==> config.mk <==
export PLATFORM = sky130hd
export DESIGN_NAME = urs_top
export DESIGN_NICKNAME = d
export VERILOG_FILES = /design/src/urs_pkg.sv /design/src/urs_rx_if.sv /design/src/urs_rx_core.sv /design/src/urs_top.sv
export VERILOG_INCLUDE_DIRS = /design/src
export SDC_FILE = /design/constraint.sdc
export NUM_CORES = 1
export LEC_CHECK = 0
export ABC_AREA = 1
export BUFFER_PORTS_ARGS = -buffer_cell sky130_fd_sc_hd__buf_2
export CAP_MARGIN = 15
export CORE_MARGIN = 1.5
export CORE_UTILIZATION = 54
export CTS_BUF_LIST = sky130_fd_sc_hd__clkbuf_16
export CTS_CLUSTER_SIZE = 28
export DETAILED_ROUTE_END_ITERATION = 12
export GPL_TIMING_DRIVEN = 0
export HOLD_SLACK_MARGIN = 0.02
export PLACE_DENSITY_LB_ADDON = 0.08
export RECOVER_POWER = 100
export SLEW_MARGIN = 25
export SYNTH_ARGS = -nofsm -noshare
export SYNTH_HDL_FRONTEND = slang
export SYNTH_SLANG_ARGS = --single-unit
==> constraint.sdc <==
create_clock -name clock -period 2.2 [get_ports clock]
set_input_delay 0 -clock clock [delete_from_list [all_inputs] [get_ports clock]]
set_output_delay 0 -clock clock [all_outputs]
set_load 0.05 [all_outputs]
==> src/urs_defs.svh <==
// offsets, field positions, reset values and counts of the receiver block
// assumes a 32-bit AXI4-Lite register window with byte addresses
`ifndef URS_DEFS_SVH
`define URS_DEFS_SVH
`define URS_CTRL_OFS 8'h00
`define URS_STAT_OFS 8'h04
`define URS_MASK_OFS 8'h08
`define URS_DATA_OFS 8'h0c
`define URS_DIV_OFS 8'h10
`define URS_CTRL_LEN 0
`define URS_CTRL_PARINH 2
`define URS_CTRL_EVEN 3
`define URS_CTRL_RXDIS 4
`define URS_CTRL_FLDIS 5
`define URS_CTRL_MRST 6
`define URS_ST_RCVD 0
`define URS_ST_PARERR 1
`define URS_ST_FRMERR 2
`define URS_ST_OE 3
`define URS_CTRL_RST 6'h07
`define URS_MASK_RST 4'h0
`define URS_DIV_RST 16'h032c
`define URS_TICKS_PER_BIT 5'h10
`define URS_START_CENTRE 4'h7
`define URS_TX_IDLE_TICKS 5'h12
`define URS_RESP_OKAY 2'h0
`define URS_RESP_SLVERR 2'h2
`endif

==> src/urs_pkg.sv <==
// types and shared helpers of the receiver block
// assumes nothing beyond the defs header
package urs_pkg;
	typedef enum logic [2:0] {
		RX_HUNT,
		RX_START,
		RX_DATA,
		RX_PARITY,
		RX_STOP
	} urs_rx_state_t;

	typedef logic [1:0] urs_len_sel_t;

	// number of data bits from the two-bit length select
	function automatic logic [3:0] urs_char_bits(urs_len_sel_t sel);
		urs_char_bits = 4'h5 + {2'h0, sel};
	endfunction : urs_char_bits

	// byte-lane merge for register writes
	function automatic logic [31:0] urs_merge(logic [31:0] old, logic [31:0] nw,
			logic [3:0] strb);
		logic [31:0] res;
		res = old;
		for (int i = 0; i < 4; i++) begin
			if (strb[i]) begin
				res[8*i +: 8] = nw[8*i +: 8];
			end
		end
		urs_merge = res;
	endfunction : urs_merge
endpackage : urs_pkg

==> src/urs_rx_if.sv <==
// carrier between the register side and the serial receive engine
// assumes both ends run on the one system clock
`timescale 1ns/100ps
interface urs_rx_if;
	logic tick;
	logic line;
	urs_pkg::urs_len_sel_t lenSel;
	logic parityInhibit;
	logic evenSel;
	logic charDone;
	logic [7:0] charData;
	logic parityBad;
	logic frameBad;

	modport engine (input tick, line, lenSel, parityInhibit, evenSel,
		output charDone, charData, parityBad, frameBad);
	modport ctrl (output tick, line, lenSel, parityInhibit, evenSel,
		input charDone, charData, parityBad, frameBad);
endinterface : urs_rx_if

==> src/urs_rx_core.sv <==
// serial receive engine: start hunt, mid-bit sampling, character assembly
// assumes a one-cycle 16x tick and an already synchronised line
`timescale 1ns/100ps
`include "urs_defs.svh"
module urs_rx_core (
	input wire logic clock, // system clock
	input wire logic reset, // sync, active high
	urs_rx_if.engine rx // config in, characters out
);
	urs_pkg::urs_rx_state_t state_q, state_d;
	logic [3:0] cnt_q, cnt_d;
	logic [3:0] bits_q, bits_d;
	logic [7:0] shift_q, shift_d;
	logic par_q, par_d;
	logic done_q, done_d;
	logic [7:0] data_q, data_d;
	logic parErr_q, parErr_d;
	logic frmErr_q, frmErr_d;
	logic [3:0] nBits;

	assign nBits = urs_pkg::urs_char_bits(rx.lenSel);
	assign rx.charDone = done_q;
	assign rx.charData = data_q;
	assign rx.parityBad = parErr_q;
	assign rx.frameBad = frmErr_q;

	always_comb begin
		state_d = state_q;
		cnt_d = cnt_q;
		bits_d = bits_q;
		shift_d = shift_q;
		par_d = par_q;
		done_d = 1'b0;
		data_d = data_q;
		parErr_d = parErr_q;
		frmErr_d = frmErr_q;
		if (rx.tick) begin
			cnt_d = cnt_q + 4'h1;
			unique case (state_q)
				urs_pkg::RX_HUNT: begin
					// idle line is high, so any low level is a start edge
					if (!rx.line) begin
						state_d = urs_pkg::RX_START;
						cnt_d = 4'h0;
					end
				end
				urs_pkg::RX_START: begin
					if (cnt_q == `URS_START_CENTRE) begin
						cnt_d = 4'h0;
						bits_d = 4'h0;
						par_d = 1'b0;
						// a glitch shorter than half a bit is dropped
						state_d = rx.line ? urs_pkg::RX_HUNT : urs_pkg::RX_DATA;
					end
				end
				urs_pkg::RX_DATA: begin
					if (cnt_q == 4'hf) begin
						shift_d = {rx.line, shift_q[7:1]};
						par_d = par_q ^ rx.line;
						bits_d = bits_q + 4'h1;
						if (bits_q == nBits - 4'h1) begin
							state_d = rx.parityInhibit ? urs_pkg::RX_STOP : urs_pkg::RX_PARITY;
						end
					end
				end
				urs_pkg::RX_PARITY: begin
					if (cnt_q == 4'hf) begin
						par_d = par_q ^ rx.line;
						state_d = urs_pkg::RX_STOP;
					end
				end
				urs_pkg::RX_STOP: begin
					if (cnt_q == 4'hf) begin
						done_d = 1'b1;
						data_d = shift_q >> (4'h8 - nBits);
						parErr_d = !rx.parityInhibit && (par_q == rx.evenSel);
						frmErr_d = !rx.line;
						state_d = urs_pkg::RX_HUNT;
					end
				end
			endcase
		end
	end

	always_ff @(posedge clock) begin
		if (reset) begin
			state_q <= urs_pkg::RX_HUNT;
			cnt_q <= 4'h0;
			bits_q <= 4'h0;
			shift_q <= 8'h00;
			par_q <= 1'b0;
			done_q <= 1'b0;
			data_q <= 8'h00;
			parErr_q <= 1'b0;
			frmErr_q <= 1'b0;
		end else begin
			state_q <= state_d;
			cnt_q <= cnt_d;
			bits_q <= bits_d;
			shift_q <= shift_d;
			par_q <= par_d;
			done_q <= done_d;
			data_q <= data_d;
			parErr_q <= parErr_d;
			frmErr_q <= frmErr_d;
		end
	end

	a_start_centre: assert property (@(posedge clock) disable iff (reset)
		state_q == urs_pkg::RX_START && rx.tick && cnt_q == 4'h7 && !rx.line
		|=> state_q == urs_pkg::RX_DATA && cnt_q == 4'h0)
		else $error("start centre not taken at count seven");
	a_hunt_after_stop: assert property (@(posedge clock) disable iff (reset)
		done_q |-> state_q == urs_pkg::RX_HUNT)
		else $error("not hunting after stop centre");
	a_parity_inhib: assert property (@(posedge clock) disable iff (reset)
		$rose(done_q) && rx.parityInhibit |-> !parErr_q)
		else $error("parity error while inhibited");
	a_frame_check: assert property (@(posedge clock) disable iff (reset)
		state_q == urs_pkg::RX_STOP && rx.tick && cnt_q == 4'hf
		|=> frmErr_q == !$past(rx.line))
		else $error("framing flag wrong");
	c_false_start: cover property (@(posedge clock) disable iff (reset)
		state_q == urs_pkg::RX_START ##1 state_q == urs_pkg::RX_HUNT);
endmodule : urs_rx_core

==> src/urs_top.sv <==
// receive half of an async serial port behind an AXI4-Lite slave
// assumes one 125 MHz clock, a synchronous active-high reset, async line
`timescale 1ns/100ps
`include "urs_defs.svh"
module urs_top #(
	parameter int ADDR_W = 8,
	parameter logic [15:0] DIV_RESET = `URS_DIV_RST
) (
	input wire logic clock, // 125 MHz system clock
	input wire logic reset, // sync, active high
	input wire logic s_axi_awvalid, // write address valid
	output logic s_axi_awready, // write address ready
	input wire logic [ADDR_W-1:0] s_axi_awaddr, // write byte address
	input wire logic [2:0] s_axi_awprot, // unused protection
	input wire logic s_axi_wvalid, // write data valid
	output logic s_axi_wready, // write data ready
	input wire logic [31:0] s_axi_wdata, // write data
	input wire logic [3:0] s_axi_wstrb, // byte enables
	output logic s_axi_bvalid, // write response valid
	input wire logic s_axi_bready, // write response ready
	output logic [1:0] s_axi_bresp, // write response
	input wire logic s_axi_arvalid, // read address valid
	output logic s_axi_arready, // read address ready
	input wire logic [ADDR_W-1:0] s_axi_araddr, // read byte address
	input wire logic [2:0] s_axi_arprot, // unused protection
	output logic s_axi_rvalid, // read data valid
	input wire logic s_axi_rready, // read data ready
	output logic [31:0] s_axi_rdata, // read data
	output logic [1:0] s_axi_rresp, // read response
	input wire logic rx_serial_in, // async serial line
	output logic [7:0] rx_char_out, // received character
	output logic rx_char_oe, // character outputs driven
	output logic parity_err_flag, // parity error
	output logic framing_err_flag, // framing error
	output logic overrun_err_flag, // overrun error
	output logic data_received_flag, // character waiting
	output logic tx_buffer_empty_flag, // no transmit data held
	output logic status_flags_oe, // flag outputs driven
	output logic tx_serial_out, // idle transmit line
	output logic irq // level interrupt
);
	urs_rx_if rx ();

	// ******************************
	// line synchroniser and divider
	// ******************************
	logic sync1_q, sync2_q;
	logic [15:0] divCnt_q, divCnt_d;
	logic tick_q, tick_d;
	logic [15:0] div_q, div_d;
	logic [5:0] ctrl_q, ctrl_d;
	logic mrst_q, mrst_d;
	logic coreRst;

	assign coreRst = reset || mrst_q;

	always_ff @(posedge clock) begin
		if (reset) begin
			sync1_q <= 1'b1;
			sync2_q <= 1'b1;
		end else begin
			sync1_q <= rx_serial_in;
			sync2_q <= sync1_q;
		end
	end

	always_comb begin
		divCnt_d = divCnt_q + 16'h0001;
		tick_d = 1'b0;
		if (divCnt_q >= div_q) begin
			divCnt_d = 16'h0000;
			tick_d = 1'b1;
		end
	end

	always_ff @(posedge clock) begin
		if (reset) begin
			divCnt_q <= 16'h0000;
			tick_q <= 1'b0;
		end else begin
			divCnt_q <= divCnt_d;
			tick_q <= tick_d;
		end
	end

	assign rx.tick = tick_q;
	assign rx.line = sync2_q;
	assign rx.lenSel = ctrl_q[`URS_CTRL_LEN +: 2];
	assign rx.parityInhibit = ctrl_q[`URS_CTRL_PARINH];
	assign rx.evenSel = ctrl_q[`URS_CTRL_EVEN];

	urs_rx_core u_core (
		.clock(clock),
		.reset(coreRst),
		.rx(rx.engine)
	);

	// ******************************
	// AXI4-Lite slave
	// ******************************
	logic awHave_q, awHave_d, wHave_q, wHave_d;
	logic awReady_q, awReady_d, wReady_q, wReady_d;
	logic [ADDR_W-1:0] awAddr_q, awAddr_d;
	logic [31:0] wData_q, wData_d;
	logic [3:0] wStrb_q, wStrb_d;
	logic bValid_q, bValid_d, arReady_q, arReady_d, rValid_q, rValid_d;
	logic [1:0] bResp_q, bResp_d, rResp_q, rResp_d;
	logic [31:0] rData_q, rData_d;
	logic doWrite;
	logic [3:0] stat_q, stat_d, mask_q, mask_d;
	logic [7:0] rxBuf_q, rxBuf_d;

	function automatic logic isMapped(logic [ADDR_W-1:0] a);
		logic [7:0] b;
		b = a[7:0];
		isMapped = (b == `URS_CTRL_OFS) || (b == `URS_STAT_OFS) ||
			(b == `URS_MASK_OFS) || (b == `URS_DATA_OFS) || (b == `URS_DIV_OFS);
	endfunction : isMapped

	function automatic logic [31:0] readMux(logic [ADDR_W-1:0] a);
		readMux = 32'h0000_0000;
		unique case (a[7:0])
			`URS_CTRL_OFS: readMux = {26'h0, ctrl_q};
			`URS_STAT_OFS: readMux = {28'h0, stat_q};
			`URS_MASK_OFS: readMux = {28'h0, mask_q};
			`URS_DATA_OFS: readMux = {24'h0, rxBuf_q};
			`URS_DIV_OFS: readMux = {16'h0, div_q};
			default: readMux = 32'h0000_0000;
		endcase
	endfunction : readMux

	always_comb begin
		awHave_d = awHave_q;
		awAddr_d = awAddr_q;
		wHave_d = wHave_q;
		wData_d = wData_q;
		wStrb_d = wStrb_q;
		bValid_d = bValid_q;
		bResp_d = bResp_q;
		rValid_d = rValid_q;
		rData_d = rData_q;
		rResp_d = rResp_q;
		doWrite = 1'b0;
		if (s_axi_awvalid && awReady_q) begin
			awHave_d = 1'b1;
			awAddr_d = s_axi_awaddr;
		end
		if (s_axi_wvalid && wReady_q) begin
			wHave_d = 1'b1;
			wData_d = s_axi_wdata;
			wStrb_d = s_axi_wstrb;
		end
		if (bValid_q && s_axi_bready) begin
			bValid_d = 1'b0;
		end
		if (awHave_q && wHave_q && !bValid_q) begin
			doWrite = 1'b1;
			awHave_d = 1'b0;
			wHave_d = 1'b0;
			bValid_d = 1'b1;
			bResp_d = isMapped(awAddr_q) ? `URS_RESP_OKAY : `URS_RESP_SLVERR;
		end
		if (rValid_q && s_axi_rready) begin
			rValid_d = 1'b0;
		end
		if (s_axi_arvalid && arReady_q) begin
			rValid_d = 1'b1;
			rData_d = readMux(s_axi_araddr);
			rResp_d = isMapped(s_axi_araddr) ? `URS_RESP_OKAY : `URS_RESP_SLVERR;
		end
		awReady_d = !awHave_d;
		wReady_d = !wHave_d;
		arReady_d = !rValid_d;
	end

	always_ff @(posedge clock) begin
		if (reset) begin
			awHave_q <= 1'b0;
			awAddr_q <= '0;
			wHave_q <= 1'b0;
			wData_q <= 32'h0000_0000;
			wStrb_q <= 4'h0;
			awReady_q <= 1'b0;
			wReady_q <= 1'b0;
			arReady_q <= 1'b0;
			bValid_q <= 1'b0;
			bResp_q <= `URS_RESP_OKAY;
			rValid_q <= 1'b0;
			rData_q <= 32'h0000_0000;
			rResp_q <= `URS_RESP_OKAY;
		end else begin
			awHave_q <= awHave_d;
			awAddr_q <= awAddr_d;
			wHave_q <= wHave_d;
			wData_q <= wData_d;
			wStrb_q <= wStrb_d;
			awReady_q <= awReady_d;
			wReady_q <= wReady_d;
			arReady_q <= arReady_d;
			bValid_q <= bValid_d;
			bResp_q <= bResp_d;
			rValid_q <= rValid_d;
			rData_q <= rData_d;
			rResp_q <= rResp_d;
		end
	end

	assign s_axi_awready = awReady_q;
	assign s_axi_wready = wReady_q;
	assign s_axi_bvalid = bValid_q;
	assign s_axi_bresp = bResp_q;
	assign s_axi_arready = arReady_q;
	assign s_axi_rvalid = rValid_q;
	assign s_axi_rdata = rData_q;
	assign s_axi_rresp = rResp_q;

	// ******************************
	// registers, flags and pins
	// ******************************
	logic [3:0] statClr, statSet;
	logic [31:0] merged;
	logic irq_q, charOe_q, flagOe_q, tbe_q, txOut_q;
	logic [4:0] txCnt_q, txCnt_d;

	assign merged = urs_pkg::urs_merge({16'h0, div_q}, wData_q, wStrb_q);

	always_comb begin
		ctrl_d = ctrl_q;
		mask_d = mask_q;
		div_d = div_q;
		mrst_d = 1'b0;
		statClr = 4'h0;
		if (doWrite && awAddr_q[7:0] == `URS_CTRL_OFS && wStrb_q[0]) begin
			ctrl_d = wData_q[5:0];
			mrst_d = wData_q[`URS_CTRL_MRST];
		end
		if (doWrite && awAddr_q[7:0] == `URS_MASK_OFS && wStrb_q[0]) begin
			mask_d = wData_q[3:0];
		end
		if (doWrite && awAddr_q[7:0] == `URS_DIV_OFS) begin
			div_d = merged[15:0];
		end
		if (doWrite && awAddr_q[7:0] == `URS_STAT_OFS && wStrb_q[0]) begin
			statClr = wData_q[3:0];
		end
		statSet = 4'h0;
		rxBuf_d = rxBuf_q;
		if (rx.charDone) begin
			rxBuf_d = rx.charData;
			statSet[`URS_ST_RCVD] = 1'b1;
			statSet[`URS_ST_PARERR] = rx.parityBad;
			statSet[`URS_ST_FRMERR] = rx.frameBad;
			statSet[`URS_ST_OE] = stat_q[`URS_ST_RCVD];
		end
		// a new event beats a clear landing in the same cycle
		stat_d = (stat_q & ~statClr) | statSet;
		txCnt_d = txCnt_q;
		if (tick_q && txCnt_q != `URS_TX_IDLE_TICKS) begin
			txCnt_d = txCnt_q + 5'h01;
		end
	end

	always_ff @(posedge clock) begin
		if (reset) begin
			ctrl_q <= `URS_CTRL_RST;
			mask_q <= `URS_MASK_RST;
			div_q <= DIV_RESET;
			mrst_q <= 1'b0;
		end else begin
			ctrl_q <= ctrl_d;
			mask_q <= mask_d;
			div_q <= div_d;
			mrst_q <= mrst_d;
		end
	end

	always_ff @(posedge clock) begin
		if (coreRst) begin
			stat_q <= 4'h0;
			rxBuf_q <= 8'h00;
			txCnt_q <= 5'h00;
			txOut_q <= 1'b0;
			irq_q <= 1'b0;
			charOe_q <= 1'b0;
			flagOe_q <= 1'b0;
			tbe_q <= 1'b0;
		end else begin
			stat_q <= stat_d;
			rxBuf_q <= rxBuf_d;
			txCnt_q <= txCnt_d;
			txOut_q <= txCnt_q == `URS_TX_IDLE_TICKS;
			irq_q <= |(stat_q & mask_q);
			charOe_q <= !ctrl_q[`URS_CTRL_RXDIS];
			flagOe_q <= !ctrl_q[`URS_CTRL_FLDIS];
			// no transmitter here, so its buffer reads empty except while reset or master reset holds it low
			tbe_q <= 1'b1;
		end
	end

	assign rx_char_out = rxBuf_q;
	assign rx_char_oe = charOe_q;
	assign data_received_flag = stat_q[`URS_ST_RCVD];
	assign parity_err_flag = stat_q[`URS_ST_PARERR];
	assign framing_err_flag = stat_q[`URS_ST_FRMERR];
	assign overrun_err_flag = stat_q[`URS_ST_OE];
	assign tx_buffer_empty_flag = tbe_q;
	assign status_flags_oe = flagOe_q;
	assign tx_serial_out = txOut_q;
	assign irq = irq_q;

	// ******************************
	// assertions
	// ******************************
	a_dr_rises: assert property (@(posedge clock) disable iff (coreRst)
		rx.charDone |=> data_received_flag)
		else $error("data received not set after character");
	a_overrun_set: assert property (@(posedge clock) disable iff (coreRst)
		rx.charDone && data_received_flag |=> overrun_err_flag)
		else $error("overrun missed");
	a_buf_disable: assert property (@(posedge clock) disable iff (coreRst)
		ctrl_q[`URS_CTRL_RXDIS] [*2] |-> !rx_char_oe)
		else $error("character outputs driven while disabled");
	a_flag_disable: assert property (@(posedge clock) disable iff (coreRst)
		ctrl_q[`URS_CTRL_FLDIS] [*2] |-> !status_flags_oe)
		else $error("flags driven while disabled");
	a_right_just: assert property (@(posedge clock) disable iff (coreRst)
		rx.charDone && rx.lenSel == 2'h0 |=> rx_char_out[7:5] == 3'h0)
		else $error("five-bit character not right justified");
	a_clear_works: assert property (@(posedge clock) disable iff (coreRst)
		statClr[`URS_ST_RCVD] && !rx.charDone |=> !data_received_flag)
		else $error("data received not cleared");
	a_mrst_flags: assert property (@(posedge clock) disable iff (reset)
		mrst_q |=> stat_q == 4'h0 && !tx_serial_out)
		else $error("master reset did not clear flags");
	a_tick_period: assert property (@(posedge clock) disable iff (reset)
		tick_q && div_q != 16'h0000 && div_q == $past(div_q) |=> !tick_q)
		else $error("tick not a single pulse");
	a_irq_level: assert property (@(posedge clock) disable iff (coreRst)
		|(stat_q & mask_q) |=> irq)
		else $error("interrupt not raised");
	a_wr_answer: assert property (@(posedge clock) disable iff (reset)
		awHave_q && wHave_q && !bValid_q |=> s_axi_bvalid)
		else $error("write response late");
	c_char: cover property (@(posedge clock) rx.charDone);
	c_overrun: cover property (@(posedge clock) rx.charDone && data_received_flag);
	c_frame: cover property (@(posedge clock) rx.charDone && rx.frameBad);
	c_parity: cover property (@(posedge clock) rx.charDone && rx.parityBad);
endmodule : urs_top

### Yosys cells after proc, flatten, opt, wreduce, memory -nomap -nowiden

Index checks and enable logic that the tools add are counted.

| operators by class | value |
|---|---|
| mux-type cells | 35 |
| equality and inequality tests | 25 |
| $mul | 0 |
| magnitude comparators | 1 |
| reduce and logical (&&, ||, !) cells | 51 |
| shift operators | 1 |
| bitwise logic cells | 8 |
| add/sub/neg operators | 7 |
| div/mod/pow operators | 0 |

Operators by type and width:

| operator | count |
|---|---|
| $pmux W16 S5 | 1 |
| $eq A8 B4 Y1 const B | 4 |
| $mux W4 | 6 |
| $mux W3 | 7 |
| $add A16 B1 Y16 const B | 1 |
| $eq A8 B3 Y1 const B | 2 |
| $eq A8 B5 Y1 const B | 2 |
| $ge A16 B16 Y1 | 1 |
| $logic_and A1 B1 Y1 | 16 |
| $logic_not A8 Y1 | 2 |
| $pmux W4 S2 | 2 |
| $pmux W3 S5 | 1 |
| $mux W1 | 14 |
| $ne A2 B1 Y1 const B | 6 |
| $logic_or A1 B1 Y1 | 9 |
| $add A4 B1 Y4 const B | 2 |
| $and A4 B4 Y4 | 2 |
| $logic_not A1 Y1 | 8 |
| $reduce_and A4 Y1 | 2 |
| $shr A8 B4 Y8 | 1 |
| $reduce_and A7 Y1 | 1 |
| $eq A3 B2 Y1 const B | 2 |
| $mux W2 | 3 |
| $reduce_and A3 Y1 | 2 |
| 24 further kinds | 31 |

| word-level totals | value |
|---|---|
| bits in writable memories | 0 |
| input port bits | 66 |
| bits in registers | 168 |
| word-level logic and storage cells | 167 |
| memories kept | 0 |
| output and inout port bits | 58 |
| bits in read-only memories | 0 |
| latch bits | 0 |

### Depth between registers and ports, before layout

Gate-level depths: netlist of run 1.

| depth | value |
|---|---|
| depth after elaboration | 9 |
| gate-level depth with buffers | 11 |
| gate-level depth less buffers | 11 |

### Cells and area by module

From an unflattened synthesis of run 1, not the netlist that was laid out.

| unflattened totals | value |
|---|---|
| cell total of the unflattened synthesis | 942 |
| area total of the unflattened synthesis | 6981.7 sq um |

Modules (own cells, without submodules):

| module | times used | seq. area each (sq um) | area an instance (sq um) | cells each |
|---|---|---|---|---|
| urs_top | 1 | 2382.3 | 5362.6 | 715 |
| urs_rx_core | 1 | 620.6 | 1619.1 | 227 |

### Least setup slack after synthesis of run 1

OpenSTA, ideal clock, no wires.

| timing path | value |
|---|---|
| path kind | register -> register |
| from | reg arReady_q, in the netlist s_axi_arready |
| to | reg rData_q[7], in the netlist s_axi_rdata[7] |
| cell stages (with the launch flop) | 6 |
| path slack | 0.591 ns |
| setup time | 0.071 ns |
| arrival time | 1.538 ns |
| required time | 2.129 ns |
| clock period less this slack | 1.609 ns |
| path buffers | 1 |
| path through | dfxtp_1 -> nand2_1 -> inv_1 -> clkbuf_1 -> nand2_1 -> a21oi_1 |

| on the way | value |
|---|---|
| cells in the longest elaborated chain, start to end | 1 |

RTL lines:

| what | line | RTL |
|---|---|---|
| start: declaration | urs_top.sv:106 | `logic bValid_q, bValid_d, arReady_q, arReady_d, rValid_q, rValid_d;` |
| start signal: assignment | urs_top.sv:199 | `arReady_q <= arReady_d;` |
| $logic_and A1 B1 Y1 | urs_top.sv:166 | `if (s_axi_arvalid && arReady_q) begin` |
| end signal: assignment | urs_top.sv:203 | `rData_q <= rData_d;` |
| end: declaration | urs_top.sv:108 | `logic [31:0] rData_q, rData_d;` |

Every way passes these cells.
A chain may end at the register's enable or synchronous reset.

### Final worst setup path of run 1

| timing path | value |
|---|---|
| from | reg awAddr_q[0] |
| to | reg div_q[8] |

| on the way | value |
|---|---|
| cells in the longest elaborated chain, start to end | 3 |

RTL lines:

| what | line | RTL |
|---|---|---|
| start: declaration | urs_top.sv:103 | `logic [ADDR_W-1:0] awAddr_q, awAddr_d;` |
| start signal: assignment | urs_top.sv:193 | `awAddr_q <= awAddr_d;` |
| $eq A8 B5 Y1 (no source line) | n/a |  |
| $logic_and A1 B1 Y1 (no source line) | n/a |  |
| $reduce_and A2 Y1 (no source line) | n/a |  |
| end signal: assignment | urs_top.sv:272 | `div_q <= div_d;` |
| end: declaration | urs_top.sv:50 | `logic [15:0] div_q, div_d;` |

Every way passes these cells.

==> impl_metrics.json, run 1 <==
{
  "p_per_area_nw_per_um2": 763,
  "syn_avg_cell_area_sq_um": 7.62,
  "skew_ns": 0.0106,
  "boundaryPins": 124,
  "synth_edf_count": 0,
  "min_from": "s_axi_awvalid",
  "crit_arrival_ns": 2.20,
  "area_growth_pct": 21.6,
  "reg2reg_slack_ns": 0.27,
  "antenna_cells": 0,
  "worst-slew-pin-transition_ns": 0.723,
  "crit_fanout": 10,
  "hold-path-endpoint": "awAddr_q[6]$_SDFFE_PP0P_",
  "r2r-end": "div_q[8]$_SDFFE_PP1P_",
  "clock-sinks": 150,
  "setup_viol": 0,
  "rsz0062_at_grt": "no",
  "htree_levels": 4,
  "cts_buffers": 17,
  "layout.nets": 1137,
  "vdd_ir_drop_max_mv": 0.813,
  "grt-ovfl-total": 0,
  "antenna_found_initial": 0,
  "ant_nets": 0,
  "cts_tree": "yes",
  "post-route-min-period_ns": 1.93,
  "synth_cells": 899,
  "crit_path_start_kind": "flip-flop",
  "postCtsSetupBuffers": 0,
  "async_flop_share_pct": 0,
  "drv_cap": 0,
  "worstSkewPairLatency_ns": 0.42,
  "design.core.area_sq_um": 12200,
  "tns_ns": 0,
  "dieArea_sq_um": 13400,
  "slew_viol_final": 0,
  "worstSetupEndpointType": "flip-flop",
  "clock.fmax_mhz": 518,
  "finalCritPeriodShare_pct": 87.7,
  "grt_pass1_wl_um": 27400,
  "finalWeightedCongestion": 0.835,
  "drive_gt1_share_pct": 12.2,
  "post-route-util_pct": 68.2,
  "yosysWarningCount": 0,
  "path_clk_slew_ns": 0.06,
  "dieWidth_um": 116,
  "hp-class": "in -> reg",
  "clockBufferDepth": 2,
  "slew_headroom_pct": 51.8,
  "vias": 6223,
  "wl_um": 17000,
  "die_h_um": 116,
  "placed_area_sq_um": 7530,
  "portBuffers": 81,
  "cp_data_required_time_ns": 2.47,
  "final_cell_area_sq_um": 8330,
  "cts_root_buffer": "clkbuf_16",
  "dpl.hpwl_um": 12200,
  "total_power_w": 0.00636,
  "drc": 0,
  "final_hold_viol_count": 0,
  "crit_start": "awAddr_q[0]$_SDFFE_PP0P_",
  "start_util_pct": 56.1,
  "outcome": "complete, no violations",
  "synth_area_sq_um": 6850,
  "mostFrequentLayoutCell": "dfxtp_1",
  "yosysSeqAreaShare_pct": 43.8,
  "drtIter0Drc": 307,
  "synth_seq_cells": 150,
  "reg2reg_depth": 7,
  "dr.pass1.iters": 6,
  "grt.total_usage_pct": 26.4,
  "critPathKind": "reg -> reg",
  "layout_common_cells": "dfxtp_1 (150), inv_1 (116), nand2_1 (113)",
  "holdPathStages": 5,
  "grt_pass1_vias": 5731,
  "routedWlPerCell_um": 13.8,
  "p_leak_nw": 3.51,
  "rows": 40,
  "ys.flop_type": "dfxtp_1",
  "grt_max_degree": 17,
  "vias_per_cell": 5.06,
  "r2r-start": "awAddr_q[0]$_SDFFE_PP0P_",
  "synth_cell_type_count": 40
}
## worst max path at each step
stage,end,cells after the start
2_1_floorplan,s_axi_rdata[7]$_SDFFE_PP0P_,5
3_3_place_gp,divCnt_q[1]$_SDFF_PP0_,7
3_5_place_dp,divCnt_q[4]$_SDFF_PP0_,8
4_1_cts,divCnt_q[0]$_SDFF_PP0_,8
5_1_grt,divCnt_q[14]$_SDFF_PP0_,8
6_report,div_q[8]$_SDFFE_PP1P_,7
## routing by layer
layer	GRT usage [%]	wire length (um)
met5	0	0
met4	7.32	187
met3	6.90	890
met2	45.2	8030
met1	32.9	7890
## synth_stat cells (9+ instances only)
master	instances	share of area [%]
inv_1	112	6.1
o21ai_0	100	7.3
nor2_4	10	1.6
dfxtp_1	150	44
nor3_1	12	0.88
xor2_1	10	1.3
a21oi_1	94	6.9
nand3_1	33	2.4
clkbuf_1	16	0.88
ha_1	23	4.2
nand4_1	11	1.0
nand2_1	112	6.1
buf_4	20	2.2
o211ai_1	13	1.4
nor2_1	107	5.9
nand2_2	9	0.82
## registers in the layout, indices dropped and copies added (netlist names), 3 cells and up
| name | cells |
|---|---|
| u_core.cnt_q | 4 |
| divCnt_q | 16 |
| u_core.shift_q | 8 |
| u_core.bits_q | 4 |
| wData_q | 16 |
| s_axi_rdata | 16 |
| u_core.rx.charData | 8 |
| stat_q | 4 |
| txCnt_q | 5 |
| mask_q | 4 |
| awAddr_q | 8 |
| ctrl_q | 6 |
| rx_char_out | 8 |
| u_core.state_q | 3 |
| div_q | 16 |
## layout make-up
cell class	instances	area, sq um
fill	1093	3880
clock buffer	17	425
inverter	120	450
multi-input combinational	601	3140
buffer	45	248
tap	168	210
timing repair buffer	113	676
clock inverter	15	178
sequential	150	3000
## power by group
part           internal (W)  total (W)  switching, W
Combinational      0.000169   0.000548      0.000379
Sequential          0.00279    0.00283     0.0000426
Clock               0.00179    0.00298       0.00119
## metrics by stage
stage	worst slack (ns)	cells	hold slack, ns
6_report	0.270	1229	0.0625
5_1_grt	0.0891	1229	0.0798
4_1_cts	0.390	1229	0.0374
3_5_place_dp	0.412	1165	0.193
3_3_place_gp	0.420	1165	0.186
2_1_floorplan	0.591	916	0.104
## timing repair
item | in CTS | in global routing
endpoints found under the setup margin | 0 | 0
hold buffers | 32 | 0
hold endpoints to repair | 36 | 0
resized for setup | 0 | 0
## critical path, cell delays in order, from the launching register on
cell and delay (ns):
dfxtp_1 0.31, nor2_1 0.18, nand3_2 0.10, nor2_1 0.35, nand3_1 0.29, clkbuf_1 0.30
nand2_1 0.13, o211ai_1 0.10
## cell families after synthesis
family	synth area share [%]
xor gates and xnor gates	1.92
buffers and inverters	10.5
other	0.0547
AOI/OAI and AO/OA	18.0
DFF	43.8
and+or+nand+nor	21.5
adders and majority gates	4.20
No activity file was read; power rests on OpenSTA's default activity.
==> run 2: changes to the inputs <==
--- a/config.mk
+++ b/config.mk
@@ -14,9 +14,10 @@
 export CTS_BUF_LIST = sky130_fd_sc_hd__clkbuf_16
 export CTS_CLUSTER_SIZE = 28
 export DETAILED_ROUTE_END_ITERATION = 12
+export GPL_ROUTABILITY_DRIVEN = 0
 export GPL_TIMING_DRIVEN = 0
 export HOLD_SLACK_MARGIN = 0.02
-export PLACE_DENSITY_LB_ADDON = 0.08
+export PLACE_DENSITY = 0.78
 export RECOVER_POWER = 100
 export SLEW_MARGIN = 25
 export SYNTH_ARGS = -nofsm -noshare
==> run 2 against run 1 <==
- design area is essentially flat
- non-clock buffer count shrank 2
- critical endpoint is now u_core.rx.charData[1]$_SDFFE_PN0P_
- highest routed layer unchanged
- first-iteration DRC count grew 37%
- largest cell class unchanged
- largest power group unchanged
- critical path type unchanged
- setup slack is essentially flat
- sequential cell count is the same
- via count grew 1.3%
==> impl_metrics.json, run 2 (synthesis results as in run 1) <==
{
  "outcome": "complete, no violations",
  "postCtsSetupBuffers": 0,
  "crit_fanout": 10,
  "clock-sinks": 150,
  "clockBufferDepth": 2,
  "grt_pass1_vias": 5908,
  "dr.pass1.iters": 7,
  "hold-path-endpoint": "s_axi_rdata[4]$_SDFFE_PP0P_",
  "ant_nets": 0,
  "cts_root_buffer": "clkbuf_16",
  "tns_ns": 0,
  "critPathKind": "reg -> reg",
  "worstSetupEndpointType": "flip-flop",
  "path_clk_slew_ns": 0.06,
  "crit_path_start_kind": "flip-flop",
  "die_h_um": 116,
  "clock.fmax_mhz": 518,
  "rows": 40,
  "antenna_found_initial": 0,
  "drive_gt1_share_pct": 12.0,
  "setup_viol": 0,
  "reg2reg_depth": 9,
  "cts_tree": "yes",
  "drv_cap": 0,
  "vias_per_cell": 5.14,
  "drtIter0Drc": 422,
  "dieWidth_um": 116,
  "slew_headroom_pct": 51.2,
  "skew_ns": 0.0142,
  "grt_max_degree": 17,
  "dpl.hpwl_um": 12100,
  "worstSkewPairLatency_ns": 0.43,
  "finalCritPeriodShare_pct": 87.7,
  "cts_buffers": 17,
  "vias": 6306,
  "area_growth_pct": 21.5,
  "final_hold_viol_count": 0,
  "reg2reg_slack_ns": 0.27,
  "p_leak_nw": 3.52,
  "min_from": "reset",
  "htree_levels": 4,
  "cts-resized-gates": 0,
  "portBuffers": 81,
  "crit_arrival_ns": 2.28,
  "boundaryPins": 124,
  "hp-class": "in -> reg",
  "mostFrequentLayoutCell": "dfxtp_1",
  "antenna_cells": 0,
  "wl_um": 17300,
  "grt_pass1_wl_um": 28400,
  "drc": 0,
  "holdPathStages": 3,
  "start_util_pct": 56.1,
  "layout.nets": 1135,
  "layout_common_cells": "dfxtp_1 (150), inv_1 (116), nand2_1 (114)",
  "p_per_area_nw_per_um2": 776,
  "slew_viol_final": 0,
  "grt-ovfl-total": 0,
  "design.core.area_sq_um": 12200,
  "vdd_ir_drop_max_mv": 0.635,
  "routedWlPerCell_um": 14.1,
  "fill_cells": 1047,
  "rsz0062_at_grt": "no",
  "cp_data_required_time_ns": 2.55,
  "r2r-start": "ctrl_q[0]$_SDFFE_PP1P_",
  "worst-slew-pin-transition_ns": 0.730,
  "placed_area_sq_um": 7530,
  "grt.total_usage_pct": 27.5,
  "post-route-min-period_ns": 1.93,
  "dieArea_sq_um": 13400,
  "r2r-end": "u_core.rx.charData[1]$_SDFFE_PN0P_",
  "final_cell_area_sq_um": 8330
}
[run 2: worst max-delay path by stage]
stage,start,end,slack (ns),cells past startpoint
2_1_floorplan,s_axi_arready$_SDFF_PP0_,s_axi_rdata[7]$_SDFFE_PP0P_,0.59,5
3_3_place_gp,divCnt_q[9]$_SDFF_PP0_,divCnt_q[1]$_SDFF_PP0_,0.42,7
3_5_place_dp,divCnt_q[9]$_SDFF_PP0_,divCnt_q[13]$_SDFF_PP0_,0.39,7
4_1_cts,divCnt_q[9]$_SDFF_PP0_,divCnt_q[5]$_SDFF_PP0_,0.33,7
5_1_grt,ctrl_q[0]$_SDFFE_PP1P_,u_core.state_q[1]$_SDFFE_PN0P_,0.08,11
6_report,ctrl_q[0]$_SDFFE_PP1P_,u_core.rx.charData[1]$_SDFFE_PN0P_,0.27,9
[run 2: cell type report]
class                      count  area, sq um  share of cell area (%)
buffer                        45          251                    3.02
multi-input combinational    601         3130                    37.6
clock inverter                15          203                    2.43
timing repair buffer         111          656                    7.87
tap                          168          210                    2.52
clock buffer                  17          425                    5.11
inverter                     120          450                    5.41
sequential                   150         3000                    36.1
[run 2: metrics by stage]
stage	worst slack [ns]	hold WS [ns]	power (W)	util [%]	std cells
5_1_grt	0.0808	0.0576	0.00667	68.2	1227
4_1_cts	0.332	0.0277	0.00648	69.3	1227
3_5_place_dp	0.395	0.187	0.00340	61.7	1165
6_report	0.270	0.0329	0.00646	68.2	1227
2_1_floorplan	0.591	0.104	0.00326	-	916
3_3_place_gp	0.419	0.183	0.00339	61.7	1165
[run 2: what timing repair did]
action	in CTS	in global routing
hold buffers	30	0
hold endpoints to repair	30	0
setup endpoints to repair	0	0
[run 2: metal layers]
metal	track usage [%]	share of wire, %
met3	5.44	5.3
met1	37.0	47
met4	9.67	1.8
met2	44.3	46
met5	0	0
[run 2: power breakdown]
group	switching, W	leakage, nW	internal, W
registers	0.0000446	1.22	0.00279
clock network	0.00118	0.310	0.00191
logic	0.000375	2.00	0.000167
total	0.00160	3.52	0.00486
[run 2: worst max-delay path, cell delays in order (launching register included)]
cell and delay [ns]:
dfxtp_1 0.48, ha_1 0.30, inv_1 0.06, nand2_1 0.09
nand2_1 0.19, clkbuf_1 0.32, nor2_1 0.11, nor2_1 0.12
nand2_1 0.07, a21oi_1 0.11
==> run 3: changes to the inputs <==
--- a/config.mk
+++ b/config.mk
@@ -11,7 +11,6 @@
 export CAP_MARGIN = 15
 export CORE_MARGIN = 1.5
 export CORE_UTILIZATION = 54
-export CTS_BUF_LIST = sky130_fd_sc_hd__clkbuf_16
 export CTS_CLUSTER_SIZE = 28
 export DETAILED_ROUTE_END_ITERATION = 12
 export GPL_ROUTABILITY_DRIVEN = 0
==> run 3 against run 2 <==
- design area unchanged
- total power about the same
- hold slack worse by 0.0012 ns
- cell count unchanged
- maximum frequency down 0.25%
- clock skew up 0.0018 ns
- sequential share of layout area unchanged
- sequential cell count unchanged
- sequential power about the same
- clock power about the same
- critical path type unchanged
- critical endpoint unchanged
- highest routed layer unchanged
==> impl_metrics.json, run 3 (synthesis results as in run 1) <==
{
  "p_per_area_nw_per_um2": 776,
  "hp-class": "in -> reg",
  "rows": 40,
  "final_hold_viol_count": 0,
  "cts_tree": "yes",
  "start_util_pct": 56.1,
  "timing.final.ws_setup_ns": 0.266,
  "grt_max_degree": 17,
  "grt-ovfl-total": 0,
  "dr.pass1.iters": 8,
  "path_clk_slew_ns": 0.06,
  "skew_ns": 0.0160,
  "layout.nets": 1135,
  "cp_data_required_time_ns": 2.55,
  "place_ws_ns": 0.395,
  "mostFrequentLayoutCell": "dfxtp_1",
  "vias_per_cell": 5.13,
  "cts_root_buffer": "clkbuf_16",
  "layout_common_cells": "dfxtp_1 (150), inv_1 (115), nand2_1 (114)",
  "crit_fanout": 10,
  "die_h_um": 116,
  "drv_cap": 0,
  "total_power_w": 0.00646,
  "grt_pass1_vias": 5908,
  "routedWlPerCell_um": 14.1,
  "critPathKind": "reg -> reg",
  "p_leak_nw": 3.52,
  "area_growth_pct": 21.5,
  "post-route-util_pct": 68.2,
  "cts-resized-gates": 0,
  "dieWidth_um": 116,
  "antenna_cells": 0,
  "vias": 6292,
  "drtIter0Drc": 422,
  "crit_path_start_kind": "flip-flop",
  "holdPathStages": 3,
  "htree_levels": 4,
  "worst-slew-pin-transition_ns": 0.729,
  "wl_um": 17300,
  "boundaryPins": 124,
  "ant_nets": 0,
  "outcome": "complete, no violations",
  "post-route-min-period_ns": 1.93,
  "dieArea_sq_um": 13400,
  "worstSetupEndpointType": "flip-flop",
  "dpl.hpwl_um": 12100,
  "grt.total_usage_pct": 27.5,
  "placed_area_sq_um": 7530,
  "tns_ns": 0,
  "clock-sinks": 150,
  "vdd_ir_drop_max_mv": 0.634,
  "antenna_found_initial": 0,
  "grt_pass1_wl_um": 28400,
  "clock.fmax_mhz": 517,
  "cts_buffers": 17,
  "final_cell_area_sq_um": 8330,
  "design.core.area_sq_um": 12200,
  "portBuffers": 81,
  "reg2reg_depth": 9,
  "finalCritPeriodShare_pct": 87.9,
  "rsz0062_at_grt": "no",
  "worstSkewPairLatency_ns": 0.43,
  "setup_viol": 0,
  "crit_arrival_ns": 2.29,
  "clockBufferDepth": 2,
  "slew_viol_final": 0,
  "drive_gt1_share_pct": 12.0,
  "drc": 0,
  "slew_headroom_pct": 51.2
}
[run 3: layout make-up]
type,count,area [sq um]
plain buffers,45,251
clock buffers,18,429
clock inverters,14,199
fillers,1047,3890
inverters,120,450
multi-input cells,601,3130
flip-flops and latches,150,3000
well taps,168,210
repair buffers,111,656
[run 3: per-layer routing]
metal  up-vias  GRT usage [%]  wire length (um)
met2       187           44.3              8000
met4         0           9.67               292
li1       3215              -                 -
met1      2866           37.0              8220
met3        24           5.44               838
met5         -              0                 0
[run 3: per-stage QoR]
stage | hold slack [ns] | std cells
finish | 0.0317 | 1227
CTS | 0.0277 | 1227
detailed placement | 0.187 | 1165
global route | 0.0579 | 1227
global placement | 0.183 | 1165
floorplan | 0.104 | 916
[run 3: critical path: stages, from the launching register on]
cell and delay, ns:
dfxtp_1 0.48, ha_1 0.30, inv_1 0.06, nand2_1 0.09, nand2_1 0.19, clkbuf_1 0.32, nor2_1 0.11, nor2_1 0.12
nand2_1 0.07, a21oi_1 0.11
[run 3: repair_timing]
action | 4_1_cts | 5_1_grt
buffers inserted | 0 | 0
endpoints found under the setup margin | 0 | 0
endpoints found under the hold margin | 30 | 0
hold buffers | 30 | 0
[run 3: power breakdown]
group	switching (W)	leakage, nW	internal (W)
clock network	0.00118	0.306	0.00191
logic	0.000375	2.00	0.000167
registers	0.0000445	1.22	0.00279
[run 3: worst paths after layout]
kind         slack [ns]                   start                                 end
max reg2reg        0.27  ctrl_q[0]$_SDFFE_PP1P_  u_core.rx.charData[1]$_SDFFE_PN0P_
max                0.27  ctrl_q[0]$_SDFFE_PP1P_  u_core.rx.charData[1]$_SDFFE_PN0P_
min                0.03                   reset         s_axi_rdata[4]$_SDFFE_PP0P_
min reg2reg        0.41      sync1_q$_SDFF_PP1_                  rx.line$_SDFF_PP1_
